==> config.mk <==
export PLATFORM = sky130hd
export DESIGN_NAME = flash_rww_boot_lock_guard
export DESIGN_NICKNAME = d
export VERILOG_FILES = /design/src/rtl/guard_pkg.sv /design/src/rtl/lock_if.sv /design/src/rtl/lock_store.sv /design/src/rtl/lock_decode.sv /design/src/rtl/flash_rww_boot_lock_guard.sv
export SDC_FILE = /design/constraint.sdc
export NUM_CORES = 1
export LEC_CHECK = 0
export BUFFER_PORTS_ARGS = -buffer_cell sky130_fd_sc_hd__buf_4
export CORE_MARGIN = 5
export CORE_UTILIZATION = 30
export CTS_CLUSTER_DIAMETER = 60
export DETAILED_ROUTE_END_ITERATION = 6
export PLACE_DENSITY = 0.7
export SLEW_MARGIN = 20
export SYNTH_ARGS = -nofsm -noshare
export SYNTH_HDL_FRONTEND = slang
export SYNTH_SLANG_ARGS = --single-unit
==> constraint.sdc <==
create_clock -name clk_i -period 4.4 [get_ports clk_i]
set_input_delay 0.88 -clock clk_i [delete_from_list [all_inputs] [get_ports clk_i]]
set_output_delay 0.88 -clock clk_i [all_outputs]
set_load 0.1 [all_outputs]
==> src/rtl/guard_pkg.sv <==
// Constants, types and address helpers for the flash self-programming guard
package guard_pkg;

    // ----------------------------------------------------------------
    // Address map
    // ----------------------------------------------------------------
    localparam int ADDR_W = 16;
    localparam logic [ADDR_W-1:0] NC_BOUNDARY = 16'hC000;
    localparam logic [ADDR_W-1:0] LOADER_START_0 = 16'hF800;
    localparam logic [ADDR_W-1:0] LOADER_START_1 = 16'hF000;
    localparam logic [ADDR_W-1:0] LOADER_START_2 = 16'hE000;
    localparam logic [ADDR_W-1:0] LOADER_START_3 = 16'hC000;

    // ----------------------------------------------------------------
    // Lock bit positions and reset values (1 = unprogrammed)
    // ----------------------------------------------------------------
    localparam int LK_APP_LO = 0;
    localparam int LK_APP_HI = 1;
    localparam int LK_LDR_LO = 2;
    localparam int LK_LDR_HI = 3;
    localparam logic [3:0] LOCK_RESET = 4'hF;
    localparam logic [1:0] GEN_LOCK_RESET = 2'h3;

    // ----------------------------------------------------------------
    // Store operation kinds and guard states
    // ----------------------------------------------------------------
    typedef enum logic [1:0] {
        OP_ERASE = 2'h0,
        OP_WRITE = 2'h1,
        OP_BUF_LOAD = 2'h2,
        OP_LOCK_SET = 2'h3
    } op_kind_e;

    typedef enum logic [2:0] {
        ST_IDLE = 3'h1,
        ST_RUN = 3'h2,
        ST_HALT = 3'h4
    } guard_state_e;

    // ----------------------------------------------------------------
    // Region helpers
    // ----------------------------------------------------------------
    function automatic logic in_nonconcurrent(input logic [ADDR_W-1:0] a);
        in_nonconcurrent = (a >= NC_BOUNDARY);
    endfunction

    function automatic logic in_loader(input logic [ADDR_W-1:0] a,
                                       input logic [1:0] size);
        logic [ADDR_W-1:0] start;
        case (size)
            2'h0: start = LOADER_START_0;
            2'h1: start = LOADER_START_1;
            2'h2: start = LOADER_START_2;
            default: start = LOADER_START_3;
        endcase
        // Never let the loader reach below the fixed boundary
        if (start < NC_BOUNDARY) begin
            start = NC_BOUNDARY;
        end
        in_loader = (a >= start);
    endfunction

endpackage

==> src/rtl/lock_if.sv <==
// Boot-lock fields shared between the lock store and its decoders
`timescale 1ns/1ps
interface lock_if;
    logic [3:0] fields;

    modport store (output fields);
    modport view (input fields);
endinterface

==> src/rtl/lock_store.sv <==
// Boot-lock and general lock bit storage
`timescale 1ns/1ps
module lock_store
(
    input wire logic clk_i,
    input wire logic reset_n_i,
    input wire logic prog_en_i,
    input wire logic [3:0] prog_val_i,
    input wire logic ext_lock_wr_i,
    input wire logic [3:0] ext_lock_val_i,
    input wire logic ext_gen_wr_i,
    input wire logic [1:0] ext_gen_val_i,
    input wire logic chip_erase_i,
    output logic [1:0] general_lock_o,
    lock_if.store lk
);
    import guard_pkg::*;
    logic [3:0] lock_r;
    logic [3:0] lock_nxt;
    logic [1:0] gen_r;
    logic [1:0] gen_nxt;

    // Programming only clears bits; only chip erase sets them again
    always_comb begin
        lock_nxt = lock_r;
        gen_nxt = gen_r;
        if (prog_en_i) begin
            lock_nxt = lock_nxt & prog_val_i; // RULE9
        end
        if (ext_lock_wr_i) begin
            lock_nxt = lock_nxt & ext_lock_val_i; // RULE9
        end
        if (ext_gen_wr_i) begin
            gen_nxt = gen_nxt & ext_gen_val_i; // RULE9
        end
        if (chip_erase_i) begin
            lock_nxt = LOCK_RESET; // RULE9
            gen_nxt = GEN_LOCK_RESET;
        end
    end

    always_ff @(posedge clk_i or negedge reset_n_i) begin
        if (!reset_n_i) begin
            lock_r <= LOCK_RESET;
            gen_r <= GEN_LOCK_RESET;
        end else begin
            lock_r <= lock_nxt;
            gen_r <= gen_nxt;
        end
    end

    assign lk.fields = lock_r;
    assign general_lock_o = gen_r;
endmodule

==> src/rtl/lock_decode.sv <==
// Region classification and lock permission decode for one access
`timescale 1ns/1ps
module lock_decode
(
    input wire logic [guard_pkg::ADDR_W-1:0] exec_addr_i,
    input wire logic [guard_pkg::ADDR_W-1:0] target_addr_i,
    input wire logic [1:0] loader_size_i,
    output logic target_nc_o,
    output logic target_loader_o,
    output logic exec_loader_o,
    output logic write_ok_o,
    output logic read_ok_o,
    lock_if.view lk
);
    import guard_pkg::*;
    // A zero bit is programmed; low bit guards writes, high bit reads
    always_comb begin
        target_nc_o = in_nonconcurrent(target_addr_i); // RULE23
        target_loader_o = in_loader(target_addr_i, loader_size_i); // RULE6
        exec_loader_o = in_loader(exec_addr_i, loader_size_i);
        if (target_loader_o) begin
            write_ok_o = lk.fields[LK_LDR_LO]; // RULE16 RULE17 RULE20
            read_ok_o = exec_loader_o || lk.fields[LK_LDR_HI]; // RULE18 RULE19
        end else begin
            write_ok_o = lk.fields[LK_APP_LO]; // RULE12 RULE13 RULE20
            read_ok_o = !exec_loader_o || lk.fields[LK_APP_HI]; // RULE14 RULE15
        end
    end
endmodule

==> src/rtl/flash_rww_boot_lock_guard.sv <==
// Self-programming guard: stall, busy flag, boot-lock and interrupt gating
//
// Summary of operation
// RULE1: Stall decision follows programmed page address.
// RULE2: Concurrent-region page op keeps core running.
// RULE3: Non-concurrent page op halts the core.
// RULE4: Concurrent region unreadable during any operation.
// RULE5: Software avoids concurrent region while programming.
// RULE6: Loader region lies inside non-concurrent region.
// RULE7: Busy flag reads one while region blocked.
// RULE8: Busy flag stays until software clears it.
// RULE9: Locks program anytime, unprogram by erase only. Lock-set stores act only when idle, from loader code.
// RULE10: General write lock ignores program stores.
// RULE11: General read/write lock ignores loads, stores.
// RULE12: Application lock 11: no restriction.
// RULE13: Application lock 10: stores to application suppressed.
// RULE14: Application lock 00: stores, loader reads blocked.
// RULE15: Application lock 01: loader reads of application blocked.
// RULE16: Loader lock 11: no restriction.
// RULE17: Loader lock 10: stores to loader suppressed.
// RULE18: Loader lock 00: stores, application reads blocked.
// RULE19: Loader lock 01: application reads of loader blocked.
// RULE20: Lock bit one unprogrammed, zero programmed.
// RULE21: Stores start operations only from loader code.
// RULE22: Forbidden accesses change nothing, start nothing.
// RULE23: Region boundary is a fixed constant.
`timescale 1ns/1ps
module flash_rww_boot_lock_guard
(
    input wire logic clk_i,
    input wire logic reset_n_i,
    input wire logic [guard_pkg::ADDR_W-1:0] exec_addr_i,
    input wire logic store_req_i,
    input wire guard_pkg::op_kind_e store_kind_i,
    input wire logic [guard_pkg::ADDR_W-1:0] store_addr_i,
    input wire logic [3:0] store_lock_val_i,
    input wire logic load_req_i,
    input wire logic [guard_pkg::ADDR_W-1:0] load_addr_i,
    input wire logic fetch_req_i,
    input wire logic [guard_pkg::ADDR_W-1:0] fetch_addr_i,
    input wire logic busy_clear_i,
    input wire logic flash_done_i,
    input wire logic vectors_in_loader_i,
    input wire logic [1:0] loader_size_setting_i,
    input wire logic ext_lock_wr_i,
    input wire logic [3:0] ext_lock_val_i,
    input wire logic ext_gen_wr_i,
    input wire logic [1:0] ext_gen_val_i,
    input wire logic chip_erase_i,
    output logic core_halt_o,
    output logic concurrent_region_busy_o,
    output logic flash_start_o,
    output guard_pkg::op_kind_e flash_kind_o,
    output logic [guard_pkg::ADDR_W-1:0] flash_page_o,
    output logic buf_load_o,
    output logic store_refused_o,
    output logic load_grant_o,
    output logic fetch_grant_o,
    output logic irq_allow_o,
    output logic [3:0] lock_fields_o,
    output logic [1:0] general_lock_o
);
    import guard_pkg::*;

    // ----------------------------------------------------------------
    // Lock storage and decode
    // ----------------------------------------------------------------
    lock_if lk ();

    logic st_nc;
    logic st_loader;
    logic exec_loader;
    logic st_write_ok;
    logic ld_nc;
    logic ld_read_ok;
    logic lock_prog;

    lock_store u_store (
        .clk_i(clk_i),
        .reset_n_i(reset_n_i),
        .prog_en_i(lock_prog),
        .prog_val_i(store_lock_val_i),
        .ext_lock_wr_i(ext_lock_wr_i),
        .ext_lock_val_i(ext_lock_val_i),
        .ext_gen_wr_i(ext_gen_wr_i),
        .ext_gen_val_i(ext_gen_val_i),
        .chip_erase_i(chip_erase_i),
        .general_lock_o(general_lock_o),
        .lk(lk.store)
    );

    lock_decode u_store_dec (
        .exec_addr_i(exec_addr_i),
        .target_addr_i(store_addr_i),
        .loader_size_i(loader_size_setting_i),
        .target_nc_o(st_nc),
        .target_loader_o(st_loader),
        .exec_loader_o(exec_loader),
        .write_ok_o(st_write_ok),
        .read_ok_o(),
        .lk(lk.view)
    );

    lock_decode u_load_dec (
        .exec_addr_i(exec_addr_i),
        .target_addr_i(load_addr_i),
        .loader_size_i(loader_size_setting_i),
        .target_nc_o(ld_nc),
        .target_loader_o(),
        .exec_loader_o(),
        .write_ok_o(),
        .read_ok_o(ld_read_ok),
        .lk(lk.view)
    );

    assign lock_fields_o = lk.fields;

    // ----------------------------------------------------------------
    // Store acceptance
    // ----------------------------------------------------------------
    guard_state_e state_r;
    guard_state_e state_nxt;
    logic busy_r;
    logic busy_nxt;
    logic start_r;
    logic start_nxt;
    logic buf_r;
    logic buf_nxt;
    logic refused_r;
    logic refused_nxt;
    op_kind_e kind_r;
    op_kind_e kind_nxt;
    logic [ADDR_W-1:0] page_r;
    logic [ADDR_W-1:0] page_nxt;
    logic idle;
    logic page_op;
    logic start_ok;

    assign idle = (state_r == ST_IDLE);
    assign page_op = (store_kind_i == OP_ERASE) || (store_kind_i == OP_WRITE);
    // General lock bits take no part in this decision
    assign start_ok = store_req_i && idle && exec_loader // RULE21 RULE10
                      && page_op && st_write_ok; // RULE22 RULE11
    assign lock_prog = store_req_i && idle && exec_loader // RULE21
                       && (store_kind_i == OP_LOCK_SET); // RULE9

    // ----------------------------------------------------------------
    // Operation state and busy flag
    // ----------------------------------------------------------------
    always_comb begin
        state_nxt = state_r;
        busy_nxt = busy_r;
        start_nxt = 1'b0;
        buf_nxt = 1'b0;
        refused_nxt = 1'b0;
        kind_nxt = kind_r;
        page_nxt = page_r;
        unique case (state_r)
            ST_IDLE: begin
                if (busy_clear_i) begin
                    busy_nxt = 1'b0; // RULE8
                end
                if (start_ok) begin
                    // Stall choice from the page under program
                    state_nxt = st_nc ? ST_HALT : ST_RUN; // RULE1 RULE2 RULE3
                    busy_nxt = 1'b1; // RULE4 RULE7
                    start_nxt = 1'b1;
                    kind_nxt = store_kind_i;
                    page_nxt = store_addr_i;
                end else if (store_req_i && store_kind_i == OP_BUF_LOAD
                             && exec_loader) begin
                    buf_nxt = 1'b1;
                end else if (store_req_i && !lock_prog) begin
                    refused_nxt = 1'b1; // RULE22
                end
            end
            ST_RUN, ST_HALT: begin
                // Clear attempts during an operation are ignored
                if (store_req_i) begin
                    refused_nxt = 1'b1;
                end
                if (flash_done_i) begin
                    state_nxt = ST_IDLE; // RULE8
                end
            end
            default: begin
                state_nxt = ST_IDLE;
            end
        endcase
    end

    always_ff @(posedge clk_i or negedge reset_n_i) begin
        if (!reset_n_i) begin
            state_r <= ST_IDLE;
            busy_r <= 1'b0;
            start_r <= 1'b0;
            buf_r <= 1'b0;
            refused_r <= 1'b0;
            kind_r <= OP_ERASE;
            page_r <= '0;
        end else begin
            state_r <= state_nxt;
            busy_r <= busy_nxt;
            start_r <= start_nxt;
            buf_r <= buf_nxt;
            refused_r <= refused_nxt;
            kind_r <= kind_nxt;
            page_r <= page_nxt;
        end
    end

    assign core_halt_o = (state_r == ST_HALT); // RULE3
    assign concurrent_region_busy_o = busy_r; // RULE7
    assign flash_start_o = start_r;
    assign flash_kind_o = kind_r;
    assign flash_page_o = page_r;
    assign buf_load_o = buf_r;
    assign store_refused_o = refused_r;

    // ----------------------------------------------------------------
    // Read gating and interrupt gating
    // ----------------------------------------------------------------
    // Code does not rely on software staying out while busy; concurrent reads are refused
    assign fetch_grant_o = fetch_req_i && !core_halt_o // RULE3
        && !(busy_r && !in_nonconcurrent(fetch_addr_i)); // RULE4 RULE5
    assign load_grant_o = load_req_i && !core_halt_o && ld_read_ok // RULE22
        && !(busy_r && !ld_nc); // RULE4 RULE8
    assign irq_allow_o = !((!lk.fields[LK_APP_HI] && vectors_in_loader_i
                            && !exec_loader) // RULE14 RULE15
                           || (!lk.fields[LK_LDR_HI] && !vectors_in_loader_i
                               && exec_loader)); // RULE18 RULE19
endmodule

==> metrics <==
synth cell count leaders dfrtp_1, mux2_4, a21oi_1; crit share post-route 87.6%; Synth Register Bits 31; number of max-cap violations 0; syn avg cell area between 10 and 15 um2; TNS Setup 0 ns; TritonRoute pass-1 iters 4; Initial Util 30.3%; FF-to-FF Start state_r[0]; initial DRC count 35; Hold Crit Start u_store.general_lock_o[1]; drt drc 0; Root Driver clkbuf_8; largest net degree at the start of global routing 32; max_slew headroom about three fifths; top cells by area, synth dfrtp_1, mux2_4, dfstp_2; vias in the first global route around 1700; CTS tree done; Setup Crit Path Kind in2out; initial antenna violation count 0; post-CTS setup buffers 0; RSZ-0062 raised after global routing no; Die Span Y roughly 87 um; met3 GRT Util 4.28%; io pins about 120; clk sink count 31; Vias 1574; CP arrival roughly 3.0 ns; Port Buffers between 100 and 150; prevailing post-synth register cell dfrtp_1; Post-synth ARST share 100%; Worst Tran Pin Value between 0.6 and 0.7 ns; number of fillers in the final layout about 570; post-synth top area share about a third; register area around 780 um2; hpwl dp slightly above 4 mm; Worst R2R Path Depth 6; R2R setup slack about 2.1 ns; WL/cell around 15 um; max-slew violation count 0; clk slew on worst S/H paths about 0.060 ns; clock buffer depth 2; Final min period 3.85 ns; Power Dens Cells 466 nW/um2; die area between 7000 and 8000 um2; core area approximately 5800 um2; met2 Use GR 22.6%; Nets ~360; Warnings, synthesis 0; CTS resizes 0; final setup violation count 0; crit path to load_grant_o; status finished clean; Max VDD drop roughly 0.24 mV; DR vias/cell around 4.6; diodes inserted 0; CP Data Required Time between 3 and 4 ns; Num CTS Buffers 5; Routed WL slightly below 5 mm; hold crit path type reg2reg; final std cell area, no fill ~2700 um2; Final Hold Vio Count 0; Yosys top cell by area dfrtp_1; Syn Inst Count about 150; element type at the critical path end output port; Cell Rows 28; layout cells sized above 1 55.7%; CP Launch Type input pin; GRT Total Usage between 10% and 20%; crit path from loader_size_setting_i[1]; first-pass GRT wire length around 7.9 mm; sequential fraction of the synthesis area around 44%; Yosys cell types 45; EDFF count, synth 0; most common cell in the netlist dfrtp_1; Multi-input gate area 910 um2; gr busiest metal met2; GR Overflow Total 0; worst r2r dst flash_page_o[7]; f_max roughly 0.26 GHz; H-tree levels 2; DRT antenna net count 0; CP max FO 8; Die W about 87 um; clk_lat worst skew ~0.28 ns; met1 Resource Use GR between 10% and 20%; Post-Syn Area ~1800 um2; Lkg Pwr roughly 0.0014 uW; Area after DPL 2630 um2; synth-to-layout area growth 53.8%; net count after synthesis 250; Routability Congestion ~0.77; Post-CTS Hold Fix Bufs 0; clk_skew between 0.002 and 0.003 ns
-- cell type report --
cell class | count | area share, %
clock inverters | 1 | 0.184
repair buffers | 107 | 29.6
well taps | 75 | 3.46
inverters | 11 | 1.52
clock buffers | 7 | 2.81
multi-input cells | 107 | 33.5
flip-flops and latches | 31 | 28.9
-- flip-flops by register name, indices dropped and copies added, names as in the netlist --
| register | cells |
|---|---|
| buf_load_o | 1 |
| concurrent_region_busy_o | 1 |
| flash_kind_o | 2 |
| flash_page_o | 16 |
| flash_start_o | 1 |
| state_r | 3 |
| store_refused_o | 1 |
| u_store.general_lock_o | 2 |
| u_store.lk.fields | 4 |
-- routing by layer --
metal,vias up,share of wire (%)
met2,60,50
met5,-,0
met4,0,1.1
li1,776,-
met3,7,9.5
met1,731,40
-- report_power, final --
part	switching [uW]	internal [uW]	leakage [uW]
registers	32.8	341	0.000385
clock network	103	111	0.0000422
logic	486	190	0.000931
-- cells by family after synthesis --
logic type,Yosys count,share of synthesized area [%]
buffers and inverters,14,4.54
AOI/OAI and AO/OA,28,10.9
xor gates and xnor gates,1,0.497
adders and majority gates,9,6.38
and+or+nand+nor,51,18.4
DFF,31,44.5
muxes,18,14.8
-- worst min-delay path by stage --
| stage | endpoint | slack [ns] | depth (start not counted) |
|---|---|---|---|
| 5_1_grt | u_store.general_lock_o[1] | 0.52 | 1 |
| 4_1_cts | u_store.general_lock_o[1] | 0.52 | 1 |
| 6_report | u_store.general_lock_o[1] | 0.51 | 1 |
| 3_5_place_dp | flash_page_o[9] | 0.50 | 1 |
| 3_3_place_gp | flash_kind_o[1] | 0.49 | 1 |
| 2_1_floorplan | state_r[2] | 0.54 | 1 |
-- metrics by stage --
| step | cells | total power (uW) | util (%) | hold WS, ns | setup WS, ns |
|---|---|---|---|---|---|
| floorplan | 152 | 881 | - | 0.536 | 0.279 |
| global placement | 331 | 1050 | 45.3 | 0.487 | 0.545 |
| detailed placement | 331 | 1060 | 45.3 | 0.501 | 0.544 |
| CTS | 339 | 1280 | 46.7 | 0.515 | 0.530 |
| global route | 339 | 1320 | 46.7 | 0.524 | 0.298 |
| finish | 339 | 1260 | 46.7 | 0.513 | 0.546 |
-- worst max-delay path: stages --
cell     delay (ns)
buf_4          0.13
and2_1         0.18
ha_1           0.33
nor4b_1        0.24
nand4_1        0.18
a31o_2         0.36
a21bo_2        0.24
mux2i_2        0.13
buf_4          0.31
-- layout by cell type, fill, tap and decap left out, types with 2 or more instances in the layout --
cell and count:
nand2b_1 6, nand3b_1 4, nor4b_1 3, dfrtp_1 24, nand2_1 9, clkbuf_8 5
inv_1 11, or4_1 2, ha_1 9, and2_1 2, a21o_1 3, nor3_1 3
or3b_2 3, nor4_1 3, nor2_1 6, dfstp_2 7, o21ai_0 2, mux2_4 16
clkbuf_1 2, a21oi_1 12, buf_4 107
No activity file was read; power rests on OpenSTA's default activity.
